### src/printer_port_pkg.sv
// Shared constants and carrier types for the bidirectional printer port.
package printer_port_pkg;

    // Register selects on the two low address lines.
    localparam logic [1:0] ADDR_DATA_PORT   = 2'h0;
    localparam logic [1:0] ADDR_STATUS_KEY  = 2'h1;
    localparam logic [1:0] ADDR_CONTROL     = 2'h2;

    // Keys written to the direction key register.
    localparam logic [7:0] KEY_INPUT_MODE   = 8'hAA;
    localparam logic [7:0] KEY_OUTPUT_MODE  = 8'h55;

    // Control field positions: handshake, interrupt enable and direction.
    localparam int CTL_STROBE_BIT   = 0;
    localparam int CTL_LINEFEED_BIT = 1;
    localparam int CTL_INIT_BIT     = 2;
    localparam int CTL_CHOOSE_BIT   = 3;
    localparam int CTL_IRQ_EN_BIT   = 4;
    localparam int CTL_DIR_BIT      = 5;

    // Status field positions.
    localparam int STS_IRQ_STATE_BIT = 2;

    // Values after reset and fixed read bits.
    localparam logic [5:0] CONTROL_RESET    = 6'h00;
    localparam logic [7:0] DATA_RESET       = 8'h00;
    localparam logic [1:0] STATUS_ONES      = 2'h3;
    localparam logic [2:0] READBACK_ONES    = 3'h7;
    localparam logic [7:0] UNMAPPED_READ    = 8'hFF;

    // Printer status inputs as they arrive at the pins.
    typedef struct packed {
        logic busy;
        logic ack_n;
        logic paper_out_line;
        logic online_line;
        logic fault_n;
    } status_in_t;

    // Handshake outputs towards the printer.
    typedef struct packed {
        logic printer_choose_line_n;
        logic printer_init;
        logic line_feed_request_n;
        logic strobe_n;
    } handshake_out_t;

endpackage

### src/pin_sync.sv
// Two flip-flop synchroniser for a group of pin inputs.
`timescale 1ns/1ps
module pin_sync #(
    parameter int          WIDTH = 1,
    parameter logic [31:0] INIT  = 32'h0000_0000
) (
    input  wire logic             i_core_clk,
    input  wire logic             i_nrst,
    input  wire logic [WIDTH-1:0] i_async,
    output logic      [WIDTH-1:0] o_sync
);
    logic [WIDTH-1:0] meta_ff;
    logic [WIDTH-1:0] sync_ff;

    // The first stage feeds only the second stage.
    always_ff @(posedge i_core_clk or negedge i_nrst) begin
        if (!i_nrst) begin
            meta_ff <= INIT[WIDTH-1:0];
            sync_ff <= INIT[WIDTH-1:0];
        end else begin
            meta_ff <= i_async;
            sync_ff <= meta_ff;
        end
    end

    assign o_sync = sync_ff;
endmodule

### src/bidir_printer_port.sv
// Bidirectional printer port: host strobe bus, registers and printer pins.
// Function
// - Address 00 data port; 01 key write, status read; 10 control write, readback.
// - Reading status deasserts the printer interrupt output unless an acknowledge falling edge comes in the same cycle.
// - Software variant, direction pin high: control bit 5 picks direction, 1 input.
// - Software variant, direction pin low: key AA gives input, 55 output.
// - Output mode drives written byte; input mode reads present data line levels.
// - Reset: output mode, data low, strobe/linefeed/choose high, printer init low.
// - Status bit 2 clears on acknowledge falling edge, which wins over a status read in the same cycle; status read sets it.
// - Status bits 1-0 read one; bits 3-6 show fault, online, paper, ack.
// - Status bit 7 shows busy input inverted.
// - Readback shows pin states, interrupt enable, ones in bits 7-5, any direction.
// - Control bits 0,1,3 drive active-low outputs; bit 2 drives printer init.
// - Control bit 4 enables interrupt output; bits 7-6 ignored.
// - Key and bit 5 only on software variant; fixed variant follows direction pin.
`timescale 1ns/1ps
module bidir_printer_port #(
    parameter bit SOFT_DIR = 1'b1
) (
    input  wire logic                             i_core_clk,
    input  wire logic                             i_nrst,
    input  wire logic                             i_cs_n,
    input  wire logic [1:0]                       i_addr,
    input  wire logic                             i_iow_n,
    input  wire logic                             i_ior_n,
    input  wire logic [7:0]                       i_d,
    output logic      [7:0]                       o_d,
    output logic                                  o_d_oe,
    input  wire logic                             i_direction_pin,
    input  wire logic [7:0]                       i_port_data_lines,
    output logic      [7:0]                       o_port_data_lines,
    output logic                                  o_port_data_lines_oe,
    input  wire printer_port_pkg::status_in_t     i_status,
    output printer_port_pkg::handshake_out_t      o_handshake,
    output logic                                  o_printer_irq_out
);
    // Synchronised pin levels.
    logic                         cs_n_s;
    logic                         ior_n_s;
    logic                         iow_n_s;
    logic                         dir_pin_s;
    logic [1:0]                   addr_s;
    logic [7:0]                   d_s;
    logic [7:0]                   pd_s;
    printer_port_pkg::status_in_t sts_s;

    pin_sync #(.WIDTH(3), .INIT(32'h0000_0007)) u_strobe_sync (
        .i_core_clk (i_core_clk),
        .i_nrst     (i_nrst),
        .i_async    ({i_cs_n, i_ior_n, i_iow_n}),
        .o_sync     ({cs_n_s, ior_n_s, iow_n_s})
    );

    // The acknowledge bit starts high, its idle level, so that reset makes no false edge.
    pin_sync #(.WIDTH(24), .INIT(32'h0000_0008)) u_data_sync (
        .i_core_clk (i_core_clk),
        .i_nrst     (i_nrst),
        .i_async    ({i_direction_pin, i_addr, i_d, i_port_data_lines, i_status}),
        .o_sync     ({dir_pin_s, addr_s, d_s, pd_s, sts_s})
    );

    // Previous synchronised values for edge detection and write capture.
    logic       cs_n_q_ff;
    logic       ior_n_q_ff;
    logic       iow_n_q_ff;
    logic       ack_n_q_ff;
    logic [1:0] addr_q_ff;
    logic [7:0] d_q_ff;

    always_ff @(posedge i_core_clk or negedge i_nrst) begin
        if (!i_nrst) begin
            cs_n_q_ff  <= 1'b1;
            ior_n_q_ff <= 1'b1;
            iow_n_q_ff <= 1'b1;
            ack_n_q_ff <= 1'b1;
            addr_q_ff  <= 2'h0;
            d_q_ff     <= 8'h00;
        end else begin
            cs_n_q_ff  <= cs_n_s;
            ior_n_q_ff <= ior_n_s;
            iow_n_q_ff <= iow_n_s;
            ack_n_q_ff <= sts_s.ack_n;
            addr_q_ff  <= addr_s;
            d_q_ff     <= d_s;
        end
    end

    // Bus events: a read is taken as the strobe falls, a write as it rises.
    logic rd_start;
    logic wr_end;
    logic ack_fall;
    assign rd_start = !cs_n_s && !ior_n_s && ior_n_q_ff;
    assign wr_end   = !cs_n_q_ff && iow_n_s && !iow_n_q_ff;
    assign ack_fall = ack_n_q_ff && !sts_s.ack_n;

    // Register state.
    logic [5:0] ctl_ff;
    logic [5:0] nxt_ctl;
    logic       key_input_ff;
    logic       nxt_key_input;
    logic [7:0] port_ff;
    logic [7:0] nxt_port;
    logic       no_irq_ff;
    logic       nxt_no_irq;
    logic [7:0] rd_data_ff;
    logic [7:0] nxt_rd_data;
    logic       input_mode;
    logic [7:0] status_val;
    logic [7:0] readback_val;

    // Builds the status byte from live printer inputs.
    function automatic logic [7:0] status_byte(input printer_port_pkg::status_in_t s,
                                               input logic no_irq);
        status_byte = {!s.busy, s.ack_n, s.paper_out_line, s.online_line, s.fault_n,
                       no_irq, printer_port_pkg::STATUS_ONES};
    endfunction

    // Direction select for both variants.
    always_comb begin
        if (!SOFT_DIR) begin
            input_mode = dir_pin_s;
        end else if (dir_pin_s) begin
            input_mode = ctl_ff[printer_port_pkg::CTL_DIR_BIT];
        end else begin
            input_mode = key_input_ff;
        end
    end

    // Read values for status and command readback.
    always_comb begin
        status_val   = status_byte(sts_s, no_irq_ff);
        readback_val = {printer_port_pkg::READBACK_ONES, ctl_ff[4:0]};
    end

    // Next values of all registers.
    always_comb begin
        nxt_ctl       = ctl_ff;
        nxt_key_input = key_input_ff;
        nxt_port      = port_ff;
        nxt_no_irq    = no_irq_ff;
        nxt_rd_data   = rd_data_ff;
        if (wr_end) begin
            case (addr_q_ff)
                printer_port_pkg::ADDR_DATA_PORT: begin
                    nxt_port = d_q_ff;
                end
                printer_port_pkg::ADDR_STATUS_KEY: begin
                    if (SOFT_DIR && d_q_ff == printer_port_pkg::KEY_INPUT_MODE) begin
                        nxt_key_input = 1'b1;
                    end else if (SOFT_DIR && d_q_ff == printer_port_pkg::KEY_OUTPUT_MODE) begin
                        nxt_key_input = 1'b0;
                    end
                end
                printer_port_pkg::ADDR_CONTROL: begin
                    nxt_ctl = d_q_ff[5:0];
                    if (!SOFT_DIR) begin
                        nxt_ctl[printer_port_pkg::CTL_DIR_BIT] = 1'b0;
                    end
                end
                default: begin
                    nxt_ctl = ctl_ff;
                end
            endcase
        end
        if (rd_start) begin
            case (addr_s)
                printer_port_pkg::ADDR_DATA_PORT: begin
                    nxt_rd_data = input_mode ? pd_s : port_ff;
                end
                printer_port_pkg::ADDR_STATUS_KEY: begin
                    nxt_rd_data = status_val;
                    nxt_no_irq  = 1'b1;
                end
                printer_port_pkg::ADDR_CONTROL: begin
                    nxt_rd_data = readback_val;
                end
                default: begin
                    nxt_rd_data = printer_port_pkg::UNMAPPED_READ;
                end
            endcase
        end
        if (ack_fall) begin
            nxt_no_irq = 1'b0;
        end
    end

    // Registers; reset leaves the port driving zeros with outputs idle.
    always_ff @(posedge i_core_clk or negedge i_nrst) begin
        if (!i_nrst) begin
            ctl_ff       <= printer_port_pkg::CONTROL_RESET;
            key_input_ff <= 1'b0;
            port_ff      <= printer_port_pkg::DATA_RESET;
            no_irq_ff    <= 1'b1;
            rd_data_ff   <= 8'h00;
        end else begin
            ctl_ff       <= nxt_ctl;
            key_input_ff <= nxt_key_input;
            port_ff      <= nxt_port;
            no_irq_ff    <= nxt_no_irq;
            rd_data_ff   <= nxt_rd_data;
        end
    end

    // Pin outputs.
    always_comb begin
        o_d                  = rd_data_ff;
        o_d_oe               = !cs_n_s && !ior_n_s;
        o_port_data_lines    = port_ff;
        o_port_data_lines_oe = !input_mode;
        o_handshake.strobe_n              = !ctl_ff[printer_port_pkg::CTL_STROBE_BIT];
        o_handshake.line_feed_request_n   = !ctl_ff[printer_port_pkg::CTL_LINEFEED_BIT];
        o_handshake.printer_init          = ctl_ff[printer_port_pkg::CTL_INIT_BIT];
        o_handshake.printer_choose_line_n = !ctl_ff[printer_port_pkg::CTL_CHOOSE_BIT];
        o_printer_irq_out = !no_irq_ff && ctl_ff[printer_port_pkg::CTL_IRQ_EN_BIT];
    end
endmodule

### config.mk
export PLATFORM = sky130hd
export DESIGN_NAME = bidir_printer_port
export DESIGN_NICKNAME = d
export VERILOG_FILES = /design/src/printer_port_pkg.sv /design/src/pin_sync.sv /design/src/bidir_printer_port.sv
export SDC_FILE = /design/constraint.sdc
export NUM_CORES = 1
export LEC_CHECK = 0
export ABC_AREA = 1
export BUFFER_PORTS_ARGS = -buffer_cell sky130_fd_sc_hd__buf_2
export CORE_AREA = 2 2 79 81
export CTS_CLUSTER_DIAMETER = 50
export CTS_CLUSTER_SIZE = 8
export DETAILED_ROUTE_END_ITERATION = 10
export DIE_AREA = 0 0 81 83
export PLACE_DENSITY = 0.87
export SLEW_MARGIN = 20
export SYNTH_ARGS = -nofsm -noshare
export SYNTH_HDL_FRONTEND = slang
export SYNTH_SLANG_ARGS = --single-unit
### constraint.sdc
create_clock -name i_core_clk -period 1.5 [get_ports i_core_clk]
set_input_delay 0.3 -clock i_core_clk [delete_from_list [all_inputs] [get_ports i_core_clk]]
set_output_delay 0.3 -clock i_core_clk [all_outputs]
set_load 0.03 [all_outputs]
==> results of run 1 <==
[critical path, delay by kind of cell, from the launching register on]
kind | cells | cell delay [ps]
and+or+nand+nor | 1 | 160
DFF | 1 | 380
buffers and inverters | 1 | 230
[placed cells by master, fill, tap and decap left out]
cell type,Yosys,routed
nand2_2,4,5
nand3_2,1,1
o21ai_2,14,14
clkbuf_8,0,9
buf_6,2,1
nand2_1,51,50
buf_2,1,49
bufinv_16,0,1
nor2_1,19,19
clkinv_4,0,2
clkbuf_1,0,1
nor2_2,2,2
nand4_1,2,2
a21oi_1,7,7
o21ai_0,2,2
inv_1,31,31
dfstp_2,13,13
nor3_1,2,2
nand3_1,20,20
dlygate4sd3_1,0,3
buf_4,1,9
inv_8,0,1
clkinvlp_4,0,2
nor3_2,1,1
dfrtp_1,79,79
inv_2,1,1
[registers in the layout, indices dropped and copies added (netlist names)]
name,cells
cs_n_q_ff,1
addr_q_ff,2
o_port_data_lines,8
ack_n_q_ff,1
ior_n_q_ff,1
u_strobe_sync.o_sync,3
u_strobe_sync.meta_ff,3
ctl_ff,6
key_input_ff,1
d_q_ff,8
u_data_sync.o_sync,24
no_irq_ff,1
u_data_sync.meta_ff,24
o_d,8
iow_n_q_ff,1
[power groups by stage]
stage	Combinational [mW]	Clock (mW)	Sequential [mW]
global placement	0.736	0	2.88
global route	0.838	1.82	2.86
finish	0.764	1.63	2.84
detailed placement	0.756	0	2.88
floorplan	0.331	0	3.01
CTS	0.766	1.68	2.84
[cells by family (layout without fill, tap and decap cells)]
family | after synthesis | in the layout | share of synthesized area, %
flops | 92 | 92 | 75.2
simple gates | 102 | 102 | 14.4
compound gates | 23 | 23 | 5.44
buf+inv | 36 | 110 | 5.03
[what timing repair did]
action                                 CTS  global route
setup endpoints to repair                1             1
gates resized for setup                  3             0
buffers inserted                         0             1
hold buffers                             1             2
pin swaps                                0             1
endpoints found under the hold margin   19             2
[path summary, 6_finish.rpt]
| check | startpoint | endpoint | slack (ps) | cells after the start |
|---|---|---|---|---|
| worst max-delay path | u_strobe_sync.o_sync[1]$_DFF_PN1_ | o_d_oe | 60 | 2 |
| worst min-delay path | i_cs_n | u_strobe_sync.meta_ff[2]$_DFF_PN1_ | 40 | 1 |
| worst max register to register | u_strobe_sync.o_sync[0]$_DFF_PN1_ | o_port_data_lines[2]$_DFFE_PN0P_ | 230 | 6 |
| worst min register to register | u_data_sync.meta_ff[16]$_DFF_PN0_ | u_data_sync.o_sync[16]$_DFF_PN0_ | 340 | 0 |
| max in group asynchronous | i_nrst | o_d[0]$_DFFE_PN0P_ | 530 | 3 |
| min in group asynchronous | i_nrst | u_data_sync.o_sync[4]$_DFF_PN0_ | 410 | 2 |
[cell type report]
class / count / area, um2
clock buffers: 10 / 128
clock inverters: 6 / 73.8
fillers: 463 / 2110
inverters: 32 / 120
multi-input cells: 125 / 613
flip-flops and latches: 92 / 2320
well taps: 75 / 93.8
repair buffers: 62 / 354
[metrics by stage]
| stage | std cells | worst slack (ps) |
|---|---|---|
| 5_1_grt | 402 | -0.872 |
| 2_1_floorplan | 253 | 216 |
| 3_3_place_gp | 382 | 275 |
| 4_1_cts | 399 | 31.8 |
| 6_report | 402 | 62.8 |
| 3_5_place_dp | 382 | 243 |
[metal layers]
metal	wire [um]	global-route usage [%]	vias to the layer above
met5	0	0	-
met4	111	7.55	0
met3	352	7.17	10
met2	2540	26.5	59
met1	2080	21.3	920
li1	-	-	928
==> flow_summary.json, run 1 <==
{
  "yosys_warnings": 0,
  "criticalPathCategory": "flop to output port",
  "portBuffers": 51,
  "grt_start_max_net_pins": 35,
  "clk_latency_ps": 360,
  "p_seq_share_pct": 54.2,
  "clockBufferDepth": 2,
  "syn-num-nets": 282,
  "slew_viol_final": 0,
  "start_util_pct": 53.0,
  "coreArea_um2": 5820,
  "final_cell_area_um2": 3700,
  "cts_tree": "done",
  "io_pins": 52,
  "finalWirelength_um": 5090,
  "netlist_instances": 253,
  "crit_chain": "nor2_2 -> buf_2",
  "synth.area.top_cells": "dfrtp_1 (64%), dfstp_2 (11%), nand2_1 (6.2%), o21ai_2 (4.0%), inv_1 (3.8%)",
  "synth_flop_cell": "dfrtp_1",
  "period_minus_slack_ps": 1440,
  "yosysTopAreaCellShare_pct": 64.1,
  "synth-edff-count": 0,
  "clock-root-buffer": "clkbuf_8",
  "cp-end-kind": "output port",
  "utilization_pct": 63.6,
  "worst_path_largest_cell_delay_ps": 380,
  "setup_violations": 0,
  "dpl.hpwl_um": 3680,
  "yosys.area.top_type": "dfrtp_1",
  "areaGrowthSynthToFinish_pct": 20.0,
  "grt_pass1_wl_um": 8510,
  "antenna_found_initial": 0,
  "die_w_um": 81,
  "setup_tns_ps": 0,
  "die_y_um": 83,
  "yosys-top-cells-count": "dfrtp_1 (79), nand2_1 (51), inv_1 (31), nand3_1 (20), nor2_1 (19)",
  "layout-drive-gt1-share_pct": 33.9,
  "num_antenna_cells": 0,
  "cts_buffers": 9,
  "slew_headroom_pct": 72.8,
  "crit_slowest_cell": "dfstp_2",
  "hold_viol_final": 0,
  "p_leak_nw": 1.83,
  "yosys_register_bits": 92,
  "grt_util_all_layers_pct": 17.3,
  "yosysSeqAreaShare_pct": 75.2,
  "p_total_mw": 5.23,
  "synth.most_common_cell": "dfrtp_1",
  "cts.sinks": 92,
  "core.rowCount": 28,
  "path_max_fanout": 3,
  "combPwrFrac_pct": 14.6,
  "fin_crit_sh_pct": 95.8,
  "first_pass_iters": 5,
  "power_switching_mw": 1.49,
  "place_congestion": 0.886,
  "avgSynthCellArea_um2": 12.2,
  "htree_levels": 3,
  "ant_nets": 0,
  "first_global_vias": 1863,
  "switching_share_pct": 28.5,
  "synth_area_um2": 3080,
  "hp-class": "primary input to flop",
  "clkPwrFrac_pct": 31.1,
  "overflow": 0,
  "worstPathArrival_ps": 1140,
  "clkTransAtPathRegs_ps": 90,
  "powerDensity_nw_per_um2": 1410,
  "max_freq_ghz": 0.696,
  "worstPathRequired_ps": 1200,
  "max_cap_violations": 0,
  "vias": 1917,
  "worstMarginPinSlew_ps": 408,
  "ys_types": 19,
  "dieArea_um2": 6720,
  "power.internal_mw": 3.74,
  "dpl-instance-area_um2": 3450,
  "post_drt_wl_per_cell_um": 12.7,
  "hold_ws_ps": 35.8,
  "drc": 0,
  "ir_drop_uv": 804,
  "viasPerCell": 4.77,
  "status": "complete, no violations",
  "drt_iter0_markers": 167,
  "critPathLaunchType": "flop",
  "nNetsFinal": 351,
  "async_reset_ff_share_pct": 100,
  "skew_ps": 8.56
}
No activity file was read; power rests on OpenSTA's default activity.
==> run 2, diff against run 1 <==
--- a/config.mk
+++ b/config.mk
@@ -5,13 +5,12 @@
 export SDC_FILE = /design/constraint.sdc
 export NUM_CORES = 1
 export LEC_CHECK = 0
-export ABC_AREA = 1
 export BUFFER_PORTS_ARGS = -buffer_cell sky130_fd_sc_hd__buf_2
-export CORE_AREA = 2 2 79 81
+export CORE_AREA = 2 2 78 80
 export CTS_CLUSTER_DIAMETER = 50
 export CTS_CLUSTER_SIZE = 8
 export DETAILED_ROUTE_END_ITERATION = 10
-export DIE_AREA = 0 0 81 83
+export DIE_AREA = 0 0 80 82
 export PLACE_DENSITY = 0.87
 export SLEW_MARGIN = 20
 export SYNTH_ARGS = -nofsm -noshare
==> run 2 against run 1 <==
The flow now finishes with violations (setup timing). Total power is 0.90% lower. Sequential cell count unchanged. Routed wire length up 11%. Combinational power up 19%. Die area decreased by 2.4%. Design area up 2.8%. Critical path type is now flop to flop.
==> flow_summary.json, run 2 <==
{
  "yosysSeqAreaShare_pct": 77.6,
  "violations": "setup timing",
  "netlist_instances": 177,
  "r2r_end": "ctl_ff[1]$_DFFE_PN0P_",
  "critPathLaunchType": "flop",
  "syn-num-nets": 206,
  "hp-class": "primary input to flop",
  "synth.area.top_cells": "dfrtp_1 (66%), dfstp_2 (11%), mux2_2 (3.0%), mux2_4 (3.0%), mux2i_1 (2.7%)",
  "vias": 1647,
  "worstPathArrival_ps": 2050,
  "cp.depth": 3,
  "die_y_um": 82,
  "hold_end": "u_strobe_sync.meta_ff[1]$_DFF_PN1_",
  "areaGrowthSynthToFinish_pct": 27.2,
  "async_reset_ff_share_pct": 100,
  "max_freq_ghz": 0.551,
  "cp-end-kind": "flop",
  "path_buf_inv": 0,
  "clkPwrFrac_pct": 26.5,
  "hold_path.startpoint": "i_ior_n",
  "yosys.area.top_type": "dfrtp_1",
  "io_pins": 52,
  "cp_common_cell": "or3b_4",
  "synth_flop_cell": "dfrtp_1",
  "coreArea_um2": 5750,
  "fin_crit_sh_pct": 121,
  "synth_area_um2": 2990,
  "clkTransAtPathRegs_ps": 90,
  "slew_viol_final": 0,
  "start_util_pct": 52.0,
  "rrSetupSlack_ps": -320,
  "yosys-top-cells-count": "dfrtp_1 (79), dfstp_2 (13), nor2_1 (9), mux2_2 (8), mux2i_1 (8)",
  "drt_iter0_markers": 79,
  "dieArea_um2": 6560,
  "max_cap_violations": 0,
  "core.rowCount": 28,
  "slew_headroom_pct": 57.3,
  "finalWirelength_um": 5630,
  "power_switching_mw": 1.48,
  "synth.most_common_cell": "dfrtp_1",
  "layout_common_cells": "dfrtp_1 (77), buf_2 (49), mux2_4 (14)",
  "criticalPathCategory": "flop to flop",
  "critPathTopFamily": "simple AND/OR/NAND/NOR gates",
  "worstPathRequired_ps": 1730,
  "clockBufferDepth": 2,
  "path_max_fanout": 6,
  "ir_drop_uv": 872,
  "place_congestion": 0.783,
  "antenna_found_initial": 0,
  "cts_buffers": 9,
  "yosys_warnings": 0,
  "status": "finished, violations left",
  "clk_latency_ps": 340,
  "htree_levels": 3,
  "viasPerCell": 4.99,
  "period_minus_slack_ps": 1820,
  "rsz0062_at_grt": "true",
  "first_pass_iters": 4,
  "avgSynthCellArea_um2": 16.9,
  "first_global_vias": 1745,
  "grt_util_all_layers_pct": 18.5,
  "skew_ps": 8.41,
  "combPwrFrac_pct": 17.5,
  "die_w_um": 80,
  "ant_nets": 0,
  "crit_chain": "or3b_4 -> or3b_4 -> mux2_4",
  "cts.sinks": 92,
  "clock-root-buffer": "clkbuf_8",
  "hold_viol_final": 0,
  "setup_violations": 16,
  "post_drt_wl_per_cell_um": 17.1,
  "rr_worst_depth": 3,
  "yosys_register_bits": 92,
  "p_leak_nw": 1.76,
  "p_total_mw": 5.18,
  "num_antenna_cells": 0,
  "grt_start_max_net_pins": 34,
  "synth-edff-count": 0,
  "utilization_pct": 66.2,
  "worst_path_largest_cell_delay_ps": 530,
  "p_seq_share_pct": 56.0,
  "dpl.hpwl_um": 3660,
  "switching_share_pct": 28.5,
  "grt_pass1_wl_um": 8710,
  "setup_slack_ps": -316,
  "worstMarginPinSlew_ps": 640,
  "overflow": 0,
  "ys_types": 29,
  "nNetsFinal": 279,
  "portBuffers": 51,
  "reg2reg_from": "u_strobe_sync.o_sync[0]$_DFF_PN1_",
  "yosysTopAreaCellShare_pct": 66.1,
  "final_common_cell": "dfrtp_1",
  "power.internal_mw": 3.70,
  "powerDensity_nw_per_um2": 1360,
  "cts_tree": "done",
  "hold_depth": 1,
  "crit_slowest_cell": "dfstp_2",
  "layout-drive-gt1-share_pct": 50.6,
  "drc": 0
}
run 2: layer usage:
layer / part of all wire (%) / routed length [um] / GRT usage (%) / vias to the layer above
li1: - / - / - / 762
met3: 4.7 / 265 / 5.49 / 12
met1: 42 / 2350 / 23.4 / 820
met4: 1.8 / 100 / 5.76 / 0
met2: 52 / 2920 / 31.3 / 53
met5: 0 / 0 / 0 / -
run 2: worst max-delay path by stage:
| stage | from | to | slack (ps) |
|---|---|---|---|
| detailed placement | u_strobe_sync.o_sync[0]$_DFF_PN1_ | ctl_ff[5]$_DFFE_PN0P_ | -380 |
| CTS | u_strobe_sync.o_sync[0]$_DFF_PN1_ | ctl_ff[3]$_DFFE_PN0P_ | -300 |
| global placement | u_strobe_sync.o_sync[0]$_DFF_PN1_ | ctl_ff[3]$_DFFE_PN0P_ | -350 |
| floorplan | u_strobe_sync.o_sync[0]$_DFF_PN1_ | ctl_ff[0]$_DFFE_PN0P_ | -300 |
| finish | u_strobe_sync.o_sync[0]$_DFF_PN1_ | ctl_ff[1]$_DFFE_PN0P_ | -320 |
| global route | u_strobe_sync.o_sync[0]$_DFF_PN1_ | ctl_ff[1]$_DFFE_PN0P_ | -350 |
run 2: layout make-up:
| type | count | area (um2) |
|---|---|---|
| Sequential cell | 92 | 2320 |
| Fill cell | 428 | 1940 |
| Multi-Input combinational cell | 75 | 776 |
| Timing Repair Buffer | 68 | 438 |
| Clock buffer | 11 | 131 |
| Tap cell | 75 | 93.8 |
| Clock inverter | 5 | 28.8 |
| Inverter | 4 | 15.0 |
run 2: stage by stage:
| step | instances | TNS, ps | setup WS [ps] | instance area [um2] | hold slack [ps] |
|---|---|---|---|---|---|
| CTS | 330 | -4070 | -297 | 3710 | 37.5 |
| global route | 330 | -5190 | -349 | 3800 | 32.9 |
| finish | 330 | -4220 | -316 | 3800 | 55.3 |
| detailed placement | 311 | -5310 | -385 | 3450 | 281 |
| floorplan | 177 | -3970 | -303 | 3000 | 4.41 |
| global placement | 311 | -4440 | -347 | 3450 | 274 |
run 2: repair_timing:
action	CTS	global route
gates resized for setup	17	19
hold buffers	1	0
pin swaps	1	2
setup endpoints to repair	21	21
endpoints found under the hold margin	22	0
buffers inserted	2	0
run 2: logic make-up (layout without fill, tap and decap cells):
kind of cell,after synthesis,in the layout,synth area share [%]
AO/OA/AOI/OAI,18,18,4.06
multiplexers,23,23,9.17
flip-flops,92,92,77.6
AND/OR/NAND/NOR,34,34,7.58
buffers and inverters,10,88,1.63
run 2: power groups by stage:
| stage | Clock (mW) | Sequential [mW] | Combinational (mW) |
|---|---|---|---|
| detailed placement | 0 | 2.92 | 0.817 |
| global placement | 0 | 2.91 | 0.797 |
| floorplan | 0 | 3.05 | 0.341 |
| global route | 1.53 | 2.93 | 0.973 |
| finish | 1.37 | 2.90 | 0.908 |
| CTS | 1.42 | 2.88 | 0.856 |
